--- src/rtl/dtc_regs.svh ---
// register indices, field positions, reset values and timing counts of the dual timer/counter
`ifndef DTC_REGS_SVH
`define DTC_REGS_SVH

// register indices; byte address is four times the index
`define DTC_IDX_CTRL        10'h088
`define DTC_IDX_MODE        10'h089
`define DTC_IDX_A_LOW       10'h08a
`define DTC_IDX_B_LOW       10'h08b
`define DTC_IDX_A_HIGH      10'h08c
`define DTC_IDX_B_HIGH      10'h08d
`define DTC_IDX_AUX         10'h08f

// timer_control_reg fields
`define DTC_CTRL_B_OVF      7
`define DTC_CTRL_B_RUN      6
`define DTC_CTRL_A_OVF      5
`define DTC_CTRL_A_RUN      4

// timer_mode_reg: timer b in bits 7:4, timer a in bits 3:0
`define DTC_MODE_B_LSB      4
`define DTC_MODE_A_LSB      0
`define DTC_NIB_GATE        3
`define DTC_NIB_SRC         2

// aux register: half-clock rate for baud and clock-out usage
`define DTC_AUX_A_FAST      0
`define DTC_AUX_B_FAST      1

// reset values
`define DTC_CTRL_RST        8'h00
`define DTC_MODE_RST        8'h00
`define DTC_COUNT_RST       8'h00
`define DTC_AUX_RST         8'h00

// timing: system clocks per peripheral cycle and the phases in it
`define DTC_PERIPH_DIV      12
`define DTC_SAMPLE_PHASE    4'h9
`define DTC_UPDATE_PHASE    4'h4

`endif

--- src/rtl/dtc_pkg.sv ---
// types shared by the dual timer/counter
package dtc_pkg;

  typedef enum logic [1:0] {
    DTC_MODE13  = 2'b00,
    DTC_MODE16  = 2'b01,
    DTC_RELOAD8 = 2'b10,
    DTC_SPLIT   = 2'b11
  } dtc_mode_t;

endpackage

--- src/rtl/dtc_timer.sv ---
// one timer/counter: count bytes, mode datapath and overflow pulses
`timescale 1ns/10ps
`default_nettype none
`include "dtc_regs.svh"

module dtc_timer
  import dtc_pkg::*;
#(
  parameter bit SPLIT = 1'b0
)
(
  // clock and reset
  input  wire logic       clk,
  input  wire logic       srst,
  // control
  input  wire dtc_mode_t  mode,
  input  wire logic       inc_low,
  input  wire logic       inc_high,
  // software writes
  input  wire logic       wr_low,
  input  wire logic       wr_high,
  input  wire logic [7:0] wdata,
  // state
  output logic      [7:0] count_low_byte,
  output logic      [7:0] count_high_byte,
  output logic            ovf_main_r,
  output logic            ovf_high_r
);

  logic [7:0] low_nxt;
  logic [7:0] high_nxt;
  logic       ovf_main_nxt;
  logic       ovf_high_nxt;

  always_comb
  begin
    low_nxt      = count_low_byte;
    high_nxt     = count_high_byte;
    ovf_main_nxt = 1'b0;
    ovf_high_nxt = 1'b0;
    case (mode)
      DTC_MODE13:
      begin
        if (inc_low)
        begin
          // five-bit prescaler, upper three bits left alone
          low_nxt = {count_low_byte[7:5], count_low_byte[4:0] + 5'h01};
          if (count_low_byte[4:0] == 5'h1f)
          begin
            high_nxt     = count_high_byte + 8'h01;
            ovf_main_nxt = (count_high_byte == 8'hff);
          end
        end
      end
      DTC_MODE16:
      begin
        if (inc_low)
        begin
          low_nxt = count_low_byte + 8'h01;
          if (count_low_byte == 8'hff)
          begin
            high_nxt     = count_high_byte + 8'h01;
            ovf_main_nxt = (count_high_byte == 8'hff);
          end
        end
      end
      DTC_RELOAD8:
      begin
        if (inc_low)
        begin
          if (count_low_byte == 8'hff)
          begin
            low_nxt      = count_high_byte;
            ovf_main_nxt = 1'b1;
          end
          else
          begin
            low_nxt = count_low_byte + 8'h01;
          end
        end
      end
      default:
      begin
        // split into two 8-bit timers, or hold when not split
        if (SPLIT)
        begin
          if (inc_low)
          begin
            low_nxt      = count_low_byte + 8'h01;
            ovf_main_nxt = (count_low_byte == 8'hff);
          end
          if (inc_high)
          begin
            high_nxt     = count_high_byte + 8'h01;
            ovf_high_nxt = (count_high_byte == 8'hff);
          end
        end
      end
    endcase
  end

  // a software write wins over counting in the same cycle
  always_ff @(posedge clk)
  begin
    if (srst)
    begin
      count_low_byte  <= `DTC_COUNT_RST;
      count_high_byte <= `DTC_COUNT_RST;
    end
    else
    begin
      count_low_byte  <= wr_low ? wdata : low_nxt;
      count_high_byte <= wr_high ? wdata : high_nxt;
    end
  end

  always_ff @(posedge clk)
  begin
    if (srst)
    begin
      ovf_main_r <= 1'b0;
      ovf_high_r <= 1'b0;
    end
    else
    begin
      ovf_main_r <= ovf_main_nxt & ~wr_low;
      ovf_high_r <= ovf_high_nxt & ~wr_high;
    end
  end

endmodule // dtc_timer

`default_nettype wire

--- src/rtl/dtc_top.sv ---
// dual timer/counter with wishbone register access
// Notes on behaviour
// - in 16-bit mode low byte carry bumps high byte; high carry sets overflow.
// - starting the run bit keeps count bytes; counting resumes from them.
// - source 0 counts peripheral cycles; source 1 counts count-pin falling edges.
// - baud and clock-out usage counts at half the system clock.
// - pin sampled once per peripheral cycle; high then low counts at update phase.
// - one falling edge needs two peripheral cycles; max rate clock over 24.
// - gate 0 means run alone enables; gate 1 adds the interrupt pin.
// - rollover from all ones to zero sets overflow flag and requests interrupt.
// - mode 0 is 13-bit: five-bit prescaler feeding high byte.
// - mode 2 reloads low byte from high byte on overflow and flags.
// - servicing a timer interrupt clears its overflow flag by hardware.
// - mode 3 splits timer a; high byte uses timer b run and flag.
// - timer b in mode 3 halts and holds its count.
// - timer a uses mode bits 3:0 and control bits 0, 1, 4, 5.
// - timer b uses mode bits 7:4 and control bits 2, 3, 6, 7.
// - timer b supplies the serial rate, best in auto-reload mode.
// - mode bits 00, 01, 10, 11 select 13-bit, 16-bit, reload, mode 3.
// - with gating, counting needs interrupt pin high and run bit set.
// - control, mode and count registers all reset to zero.
//
// Added by the designer: the Wishbone register port and the register addresses.
`timescale 1ns/10ps
`default_nettype none
`include "dtc_regs.svh"

module dtc_top
  import dtc_pkg::*;
#(
  parameter int PERIPH_DIV = `DTC_PERIPH_DIV
)
(
  // clock and reset
  input  wire logic        clk,
  input  wire logic        srst,
  // wishbone slave
  input  wire logic        wb_cyc_i,
  input  wire logic        wb_stb_i,
  input  wire logic        wb_we_i,
  input  wire logic [11:0] wb_adr_i,
  input  wire logic [3:0]  wb_sel_i,
  input  wire logic [31:0] wb_dat_i,
  output logic      [31:0] wb_dat_o,
  output logic             wb_ack_o,
  // external pins
  input  wire logic        count_pin_a,
  input  wire logic        count_pin_b,
  input  wire logic        ext_irq_a_pin,
  input  wire logic        ext_irq_b_pin,
  // interrupt service acknowledges
  input  wire logic        int_service_a,
  input  wire logic        int_service_b,
  // interrupt requests and serial rate pulse
  output logic             irq_a,
  output logic             irq_b,
  output logic             serial_rate_pulse
);

  logic [7:0]  timer_control_reg;
  logic [7:0]  timer_mode_reg;
  logic [7:0]  aux_r;
  logic [3:0]  phase_r;
  logic        periph_tick;
  logic        sample_tick;
  logic        half_tick_r;
  logic [3:0]  sync1_r;
  logic [3:0]  sync2_r;
  logic [1:0]  samp_r;
  logic [1:0]  pend_r;
  logic        bus_req;
  logic        bus_wr;
  logic [9:0]  idx;
  logic [7:0]  rdata;
  logic        wr_ctrl;
  logic        wr_mode;
  logic [3:0]  nib_a;
  logic [3:0]  nib_b;
  logic        a_split;
  logic        run_a;
  logic        run_b;
  logic        en_a;
  logic        en_b;
  logic        tick_a;
  logic        tick_b;
  logic        inc_a_low;
  logic        inc_b_low;
  logic        inc_a_high;
  logic [7:0]  a_low;
  logic [7:0]  a_high;
  logic [7:0]  b_low;
  logic [7:0]  b_high;
  logic        a_ovf;
  logic        a_ovf_high;
  logic        b_ovf;
  logic        set_a;
  logic        set_b;
  logic        clr_a;
  logic        clr_b;

  // peripheral cycle divider and phases
  always_ff @(posedge clk)
  begin
    if (srst)
      phase_r <= 4'h0;
    else if (phase_r == 4'(PERIPH_DIV - 1))
      phase_r <= 4'h0;
    else
      phase_r <= phase_r + 4'h1;
  end

  assign periph_tick = (phase_r == `DTC_UPDATE_PHASE);
  assign sample_tick = (phase_r == `DTC_SAMPLE_PHASE);

  // half system clock rate enable
  always_ff @(posedge clk)
  begin
    if (srst)
      half_tick_r <= 1'b0;
    else
      half_tick_r <= ~half_tick_r;
  end

  // two-stage synchronisers: {irq_b, irq_a, count_b, count_a}
  always_ff @(posedge clk)
  begin
    if (srst)
    begin
      sync1_r <= 4'h0;
      sync2_r <= 4'h0;
    end
    else
    begin
      sync1_r <= {ext_irq_b_pin, ext_irq_a_pin, count_pin_b, count_pin_a};
      sync2_r <= sync1_r;
    end
  end

  // falling edge seen at the sample phase, counted at the update phase
  always_ff @(posedge clk)
  begin
    if (srst)
    begin
      samp_r <= 2'b00;
      pend_r <= 2'b00;
    end
    else
    begin
      if (sample_tick)
      begin
        samp_r <= sync2_r[1:0];
        pend_r <= pend_r | (samp_r & ~sync2_r[1:0]);
      end
      else if (periph_tick)
      begin
        pend_r <= 2'b00;
      end
    end
  end

  // wishbone decode
  assign bus_req = wb_cyc_i & wb_stb_i & ~wb_ack_o;
  assign bus_wr  = bus_req & wb_we_i & wb_sel_i[0];
  assign idx     = wb_adr_i[11:2];
  assign wr_ctrl = bus_wr & (idx == `DTC_IDX_CTRL);
  assign wr_mode = bus_wr & (idx == `DTC_IDX_MODE);

  always_comb
  begin
    if (idx == `DTC_IDX_CTRL)
      rdata = timer_control_reg;
    else if (idx == `DTC_IDX_MODE)
      rdata = timer_mode_reg;
    else if (idx == `DTC_IDX_A_LOW)
      rdata = a_low;
    else if (idx == `DTC_IDX_A_HIGH)
      rdata = a_high;
    else if (idx == `DTC_IDX_B_LOW)
      rdata = b_low;
    else if (idx == `DTC_IDX_B_HIGH)
      rdata = b_high;
    else if (idx == `DTC_IDX_AUX)
      rdata = aux_r;
    else
      rdata = 8'h00;
  end

  always_ff @(posedge clk)
  begin
    if (srst)
    begin
      wb_ack_o <= 1'b0;
      wb_dat_o <= 32'h0000_0000;
    end
    else
    begin
      wb_ack_o <= bus_req;
      if (bus_req)
        wb_dat_o <= {24'h00_0000, rdata};
    end
  end

  // mode and aux registers
  always_ff @(posedge clk)
  begin
    if (srst)
    begin
      timer_mode_reg <= `DTC_MODE_RST;
      aux_r          <= `DTC_AUX_RST;
    end
    else
    begin
      if (wr_mode)
        timer_mode_reg <= wb_dat_i[7:0];
      if (bus_wr && idx == `DTC_IDX_AUX)
        aux_r <= wb_dat_i[7:0] & 8'h03;
    end
  end

  // control register; overflow set wins over any clear
  assign clr_a = int_service_a | (wr_ctrl & ~wb_dat_i[`DTC_CTRL_A_OVF]);
  assign clr_b = int_service_b | (wr_ctrl & ~wb_dat_i[`DTC_CTRL_B_OVF]);
  assign set_a = a_ovf | (wr_ctrl & wb_dat_i[`DTC_CTRL_A_OVF]);
  assign set_b = (b_ovf & ~a_split) | a_ovf_high | (wr_ctrl & wb_dat_i[`DTC_CTRL_B_OVF]);

  always_ff @(posedge clk)
  begin
    if (srst)
    begin
      timer_control_reg <= `DTC_CTRL_RST;
    end
    else
    begin
      if (wr_ctrl)
      begin
        timer_control_reg[`DTC_CTRL_B_RUN] <= wb_dat_i[`DTC_CTRL_B_RUN];
        timer_control_reg[`DTC_CTRL_A_RUN] <= wb_dat_i[`DTC_CTRL_A_RUN];
        timer_control_reg[3:0]             <= wb_dat_i[3:0];
      end
      if (set_a)
        timer_control_reg[`DTC_CTRL_A_OVF] <= 1'b1;
      else if (clr_a)
        timer_control_reg[`DTC_CTRL_A_OVF] <= 1'b0;
      if (set_b)
        timer_control_reg[`DTC_CTRL_B_OVF] <= 1'b1;
      else if (clr_b)
        timer_control_reg[`DTC_CTRL_B_OVF] <= 1'b0;
    end
  end

  // per-timer control fields
  assign nib_a   = timer_mode_reg[`DTC_MODE_A_LSB +: 4];
  assign nib_b   = timer_mode_reg[`DTC_MODE_B_LSB +: 4];
  assign a_split = (dtc_mode_t'(nib_a[1:0]) == DTC_SPLIT);
  assign run_a   = timer_control_reg[`DTC_CTRL_A_RUN];
  // timer b run bit belongs to timer a high byte while split
  assign run_b   = a_split | timer_control_reg[`DTC_CTRL_B_RUN];

  assign en_a = run_a & (~nib_a[`DTC_NIB_GATE] | sync2_r[2]);
  assign en_b = run_b & (~nib_b[`DTC_NIB_GATE] | sync2_r[3]);

  // count source: pin edge, peripheral cycle or half clock
  assign tick_a = nib_a[`DTC_NIB_SRC] ? (pend_r[0] & periph_tick)
                : (aux_r[`DTC_AUX_A_FAST] ? half_tick_r : periph_tick);
  assign tick_b = nib_b[`DTC_NIB_SRC] ? (pend_r[1] & periph_tick)
                : (aux_r[`DTC_AUX_B_FAST] ? half_tick_r : periph_tick);

  assign inc_a_low  = tick_a & en_a;
  assign inc_b_low  = tick_b & en_b & (dtc_mode_t'(nib_b[1:0]) != DTC_SPLIT);
  assign inc_a_high = periph_tick & timer_control_reg[`DTC_CTRL_B_RUN];

  dtc_timer #(
    .SPLIT           (1'b1)
  ) u_timer_a (
    .clk             (clk),
    .srst            (srst),
    .mode            (dtc_mode_t'(nib_a[1:0])),
    .inc_low         (inc_a_low),
    .inc_high        (inc_a_high),
    .wr_low          (bus_wr && idx == `DTC_IDX_A_LOW),
    .wr_high         (bus_wr && idx == `DTC_IDX_A_HIGH),
    .wdata           (wb_dat_i[7:0]),
    .count_low_byte  (a_low),
    .count_high_byte (a_high),
    .ovf_main_r      (a_ovf),
    .ovf_high_r      (a_ovf_high)
  );

  dtc_timer #(
    .SPLIT           (1'b0)
  ) u_timer_b (
    .clk             (clk),
    .srst            (srst),
    .mode            (dtc_mode_t'(nib_b[1:0])),
    .inc_low         (inc_b_low),
    .inc_high        (1'b0),
    .wr_low          (bus_wr && idx == `DTC_IDX_B_LOW),
    .wr_high         (bus_wr && idx == `DTC_IDX_B_HIGH),
    .wdata           (wb_dat_i[7:0]),
    .count_low_byte  (b_low),
    .count_high_byte (b_high),
    .ovf_main_r      (b_ovf),
    .ovf_high_r      ()
  );

  // interrupt requests and serial rate pulse
  always_ff @(posedge clk)
  begin
    if (srst)
    begin
      irq_a             <= 1'b0;
      irq_b             <= 1'b0;
      serial_rate_pulse <= 1'b0;
    end
    else
    begin
      irq_a             <= set_a | (timer_control_reg[`DTC_CTRL_A_OVF] & ~clr_a);
      irq_b             <= set_b | (timer_control_reg[`DTC_CTRL_B_OVF] & ~clr_b);
      serial_rate_pulse <= b_ovf;
    end
  end

endmodule // dtc_top

`default_nettype wire

--- config.mk ---
export PLATFORM = sky130hd
export DESIGN_NAME = dtc_top
export DESIGN_NICKNAME = d
export VERILOG_FILES = /design/src/rtl/dtc_pkg.sv /design/src/rtl/dtc_timer.sv /design/src/rtl/dtc_top.sv
export VERILOG_INCLUDE_DIRS = /design/src /design/src/rtl
export SDC_FILE = /design/constraint.sdc
export NUM_CORES = 1
export LEC_CHECK = 0
export ABC_AREA = 1
export BUFFER_PORTS_ARGS = -buffer_cell sky130_fd_sc_hd__buf_2
export CAP_MARGIN = 20
export CORE_ASPECT_RATIO = 1.25
export CORE_MARGIN = 5
export CORE_UTILIZATION = 60
export CTS_CLUSTER_SIZE = 40
export DETAILED_ROUTE_END_ITERATION = 8
export PLACE_DENSITY = 0.93
export SLEW_MARGIN = 20
export SYNTH_ARGS = -nofsm -noshare
export SYNTH_HDL_FRONTEND = slang
export SYNTH_SLANG_ARGS = --single-unit
--- constraint.sdc ---
create_clock -name clk -period 4.05 [get_ports clk]
set_clock_uncertainty 0.15 [all_clocks]
set_input_delay 0.2025 -clock clk [delete_from_list [all_inputs] [get_ports clk]]
set_output_delay 0.2025 -clock clk [all_outputs]
set_load 0.01 [all_outputs]
; ---- Yosys cells after proc, flatten, opt, wreduce, memory -nomap -nowiden
; Index checks and enable logic that the tools add are counted.
[totals]
wordCells = 198
in_bits = 59
regBits = 82
output_inout_bits = 36
[classes]
reduce_logical = 22
n_bitwise = 49
n_mux = 59
eq_ne = 36
addsub = 7
[op_table]
columns = operator, count
row1 = $mux 8, 25
row2 = $eq 10x8->1 const B, 7
row3 = $pmux 8 s3, 2
row4 = $add 8x1->8 const B, 4
row5 = $eq 8x8->1 const B, 4
row6 = $pmux 8 s2, 2
row7 = $and 1x1->1, 24
row8 = $mux 1, 23
row9 = $ne 3x2->1 const B, 7
row10 = $ne 3x1->1 const B, 4
row11 = $not 1->1, 12
row12 = $add 5x1->5 const B, 2
row13 = $eq 5x5->1 const B, 2
row14 = $mux 5, 2
row15 = $or 1x1->1, 10
row16 = $eq 4x4->1 const B, 2
row17 = $reduce_and 4->1, 2
row18 = $reduce_bool 2->1, 4
row19 = $reduce_bool 4->1, 2
row20 = $eq 2x2->1 const B, 3
row21 = $mux 2, 3
row22 = $ne 2x1->1 const B, 3
row23 = $pmux 1 s3, 2
row24 = $reduce_and 6->1, 1
row25 = 14 further kinds, 21

; ---- Depth between registers and ports, before layout
[logic_depth]
ltp_word = 10
depth_mapped = 12
depth_no_buf = 12

; ---- Hierarchy
; A second synthesis with hierarchy kept.
[unflattened]
hier_cells = 824
hier_area_um2 = 5413.9
[by_module_without_submodules]
columns = mod, cells_per_inst, area_per_inst_um2, n_inst, seq_area_each_um2
row1 = dtc_top, 376, 2607.5, 1, 940.9
row2 = dtc_timer (u_timer_b), 244, 1476.4, 1, 340.3
row3 = dtc_timer (u_timer_a), 204, 1330.0, 1, 360.3

; ---- Worst setup path before layout
; Ideal clock, no wire load.
[synth_timing]
kind = flip-flop to flip-flop
from = register u_timer_b.count_low_byte[0]
to = register u_timer_b.count_high_byte[7]
path_slack_ns = 2.233
path_stages_with_launch = 12
n_path_buf = 0
period_less_slack_ns = 1.817
arrival_ns = 1.550
setup_time_ns = 0.117
t_required_ns = 3.783
cell_sequence = dfxtp_1 -> ha_1 -> nand2_1 -> nor2_1 -> ha_1 -> nand2_1 -> o21ai_0 -> nand3_2 -> nand2_2 -> inv_1 -> nor2_1 -> nor2_1
[synth_between]
elab_chain_cells = 3
word_cells_on_any_way = 5
classes_between = eq/ne (4) / reduce/logical (1)
[synth_lines]
columns = item, line
row1 = start: declaration, dtc_timer.sv:24  ; output logic [7:0] count_low_byte,
row2 = start signal: assignment, dtc_timer.sv:107  ; count_low_byte <= `DTC_COUNT_RST;
row3 = start signal: assignment, dtc_timer.sv:112  ; count_low_byte <= wr_low ? wdata : low_nxt;
row4 = $eq 8x8->1 / $eq 5x5->1 (equally long branches), "dtc_timer.sv:60, dtc_timer.sv:48"
row5 = $ne 3x1->1 (no source line), n/a
row6 = $reduce_and 5->1 (no source line) (*), n/a
row7 = end signal: assignment, dtc_timer.sv:108  ; count_high_byte <= `DTC_COUNT_RST;
row8 = end signal: assignment, dtc_timer.sv:113  ; count_high_byte <= wr_high ? wdata : high_nxt;
row9 = end: declaration, dtc_timer.sv:25  ; output logic [7:0] count_high_byte,
; Mark *: on every way between the ends. The rest lies on a longest branch, timed or not.
; A chain may end at the register's enable or synchronous reset.

; ---- Final worst setup path
[layout_timing]
from = register wb_ack_o
to = register u_timer_b.count_low_byte[5]
[layout_between]
elab_chain_cells = 7
word_cells_on_any_way = 11
classes_between = eq/ne (3) / mux (1) / bitwise (4) / reduce/logical (3)
[layout_lines]
columns = item, line
row1 = start: declaration, dtc_top.sv:45  ; output logic wb_ack_o,
row2 = start signal: assignment, dtc_top.sv:197  ; wb_ack_o <= bus_req;
row3 = $not 1->1 (*), dtc_top.sv:162  ; assign bus_req = wb_cyc_i & wb_stb_i & ~wb_ack_o;
row4 = $and 1x1->1 (*), dtc_top.sv:162
row5 = $and 1x1->1 (*) (2 in a row), dtc_top.sv:163  ; assign bus_wr = bus_req & wb_we_i & wb_sel_i[0];
row6 = $logic_and 1x1->1 (no source line) (*), n/a
row7 = "$ne 3x2->1 (no source line), or another cell as far along", n/a
row8 = $reduce_and 4->1 (no source line), n/a
; Marks and branches as above.

==> results.yml <==
grt:
  grt_pass1_wl_mm: 23.1
  grt_max_degree: 42
  grtUsageTotal: 0.277
  grt_pass1_vias: 4895
  antenna_found_initial: 0
  grt_overflow: 0
clocking:
  cts.sink_count: 82
  cts_made_buffers: 9
  cts_max_level: 3
  cts_tree: "built"
  root_buffer: "clkbuf_8"
  cts_buffer_depth: 2
  clk_pin_slew_worst_paths_ns: 0.09
  cts_setup_buffers: 0
  clk_latency_ns: 0.38
route:
  wl_per_cell_um: 14.7
  drtIter0Drc: 515
  finalWirelength_mm: 14.1
  dr.pass1.iters: 5
  viasPerCell: 5.56
  drtAntennaViolNets: 0
  drc: 0
  via_count: 5322
timing:
  finalSetupViolCount: 0
  relSlewSlack: 0.357
  rsz0062_at_grt: "no"
  fmax_ghz: 0.388
  finalHoldViolCount: 0
  setup_tns_ns: 0
  fin_crit_sh: 0.637
  slew_viol_final: 0
  fin_crit_ns: 2.58
  worst_pin_slew_ns: 0.959
synth:
  synth_fa_ha_area_frac: 0.0312
  seq_area_frac_synth: 0.315
  synth_compound_area_frac: 0.149
  syn_inst: 794
  syn_area_per_cell_um2: 6.57
  synth.area.mux_share: 0
  synth.distinct_cells: 42
  synth_area_mm2: 0.00521
  yosys_warnings: 0
  synth_simple_gate_area_frac: 0.344
  synth_xor_area_frac: 0.0218
  synth_seq_cells: 82
  synth_top_family_by_area: "simple AND/OR/NAND/NOR gates"
pwr:
  seqPwrFrac: 0.507
  power.share.clock: 0.420
  p_per_area_mw_per_mm2: 285
  p_sw_mw: 0.401
  p_int_mw: 1.22
  ir_drop_v: 0.000292
  p_leak_nw: 2.52
  switching_share: 0.248
  combPwrFrac: 0.073
min_path:
  hp-class: "in -> reg"
  hold-path-cell-count: 3
  min_from: "wb_dat_i[1]"
floorplan:
  initial_utilization: 0.606
  die_w_um: 93.4
  coreArea_mm2: 0.00861
  die_height_um: 114
  fp.dieArea_mm2: 0.0107
  io-pin-count: 95
  num_rows: 38
cells_and_area:
  area_growth_syn_to_layout_pct: 8.95
  postLayoutCoreUtil: 0.660
  diodes: 0
  fin_nets: 905
  drive_above_1_share: 0.107
  fillers: 727
setup_path:
  crit_path_start: "wb_ack_o"
  rr_worst_depth: 9
  startpoint_type: "flip-flop"
  worstReg2RegStart: "wb_ack_o"
  required_ns: 4.17
  criticalPathCategory: "reg -> reg"
  worstPathArrival_ns: 2.70
  endpoint_kind: "flip-flop"
  worst-path-max-fanout: 14
placed_design:
  io_buffers: 41
  globalplace.congestion: 1.00
  hpwlAfterDp_mm: 10.2
status:
  outcome: "finished clean"
run:
  maxCapViolations: 0
## cell type report
type | instances | area [µm²] | area share
Clock buffer | 11 | 141 | 0.0249
Multi-Input combinational cell | 577 | 2940 | 0.517
Clock inverter | 5 | 85.1 | 0.0150
Inverter | 112 | 420 | 0.0740
Tap cell | 120 | 150 | 0.0264
Sequential cell | 82 | 1640 | 0.289
Timing Repair Buffer | 51 | 303 | 0.0533
## Yosys cell counts
master | number | area (µm²)
nand2_1 | 141 | 529
nor2_1 | 110 | 413
inv_1 | 108 | 405
dfxtp_1 | 82 | 1640
a21oi_1 | 63 | 315
o21ai_0 | 63 | 315
nand3_1 | 48 | 240
nand4_1 | 31 | 194
buf_4 | 27 | 203
ha_1 | 13 | 163
nor3_1 | 11 | 55.1
xor2_1 | 10 | 87.6
clkbuf_1 | 9 | 33.8
buf_2 | 8 | 40.0
nand2_2 | 7 | 43.8
o21ai_1 | 6 | 30.0
nand3_2 | 5 | 50.1
nand3b_1 | 5 | 37.5
nor2_2 | 5 | 31.3
o211ai_1 | 5 | 37.5
nand4_2 | 3 | 37.5
o21a_1 | 3 | 22.5
xnor2_1 | 3 | 26.3
a211oi_1 | 2 | 15.0
a31oi_1 | 2 | 12.5
buf_6 | 2 | 22.5
clkinv_1 | 2 | 7.51
inv_2 | 2 | 7.51
nand3b_4 | 2 | 40.0
nor2_8 | 2 | 40.0
o22ai_1 | 2 | 12.5
or2_2 | 2 | 12.5
and3_1 | 1 | 6.26
conb_1 | 1 | 3.75
nand4_4 | 1 | 21.3
nor2_4 | 1 | 11.3
nor3_2 | 1 | 10.0
nor3b_1 | 1 | 7.51
nor4_1 | 1 | 6.26
o21ai_2 | 1 | 8.76
o21bai_1 | 1 | 7.51
or2_4 | 1 | 8.76
## stage by stage
step	hold slack, ns	std cells	power (mW)	worst slack [ns]	cell area (µm²)
global placement	0.239	933	0.944	1.61	5360
detailed placement	0.246	933	0.947	1.57	5360
CTS	0.0115	958	1.62	1.59	5680
global route	0.0580	958	1.67	1.28	5680
floorplan	0.159	817	0.925	2.23	5300
finish	0.0402	958	1.62	1.47	5680
## layout by cell type (no fill, tap or decap), drive strengths merged
cell type / count
nor3b: 1
clkinvlp: 1
a31oi: 2
bufinv: 2
and3: 1
ha: 13
clkbuf: 11
nor3: 12
nand2: 148
nand4: 35
xor2: 10
o21bai: 1
dlygate4sd3: 9
a21oi: 63
or2: 3
conb: 24
clkinv: 3
buf: 42
nand3b: 7
o22ai: 2
dfxtp: 82
o21a: 3
nand3: 53
nor4: 1
a211oi: 2
inv: 111
o21ai: 70
xnor2: 3
nor2: 118
o211ai: 5
## worst max-delay path, stage by stage, from the launching register on
cell and delay, ns:
dfxtp_1 0.33, nand3b_4 0.27, nor2_8 0.24, nand4_1 0.53, nand3_1 0.48, nand2_1 0.14
inv_2 0.10, nand2_1 0.06, nor2_1 0.11, nor2_1 0.05
## final timing paths
path	to	slack (ns)
worst min-delay path	timer_mode_reg[1]	0.04
worst min register to register	sync2_r[2]	0.26
worst max register to register	u_timer_b.count_low_byte[5]	1.47
worst max-delay path	u_timer_b.count_low_byte[5]	1.47
## power groups by stage
stage               registers (mW)  clock network, mW  logic (mW)
global placement             0.838                  0       0.106
detailed placement           0.839                  0       0.108
finish                       0.820              0.679       0.119
floorplan                    0.839                  0      0.0862
CTS                          0.820              0.688       0.116
global route                 0.821              0.721       0.130
## timing repair
action,4_1_cts,5_1_grt
hold buffers,9,0
gates resized for setup,0,0
endpoints found under the hold margin,9,0
## per-layer routing
| metal | up-vias | part of all wire | track usage |
|---|---|---|---|
| met4 | 0 | 0.070 | 0.214 |
| met2 | 272 | 0.47 | 0.438 |
| li1 | 2606 | - | - |
| met5 | - | 0 | 0 |
| met1 | 2363 | 0.38 | 0.332 |
| met3 | 81 | 0.084 | 0.0440 |
## cells by family after synthesis
group	after synthesis
compound gates	148
other cells	1
simple gates	379
fa+ha+maj	13
buf+inv	158
xor+xnor	13
flops	82
Power figures use the tool's default switching activity.
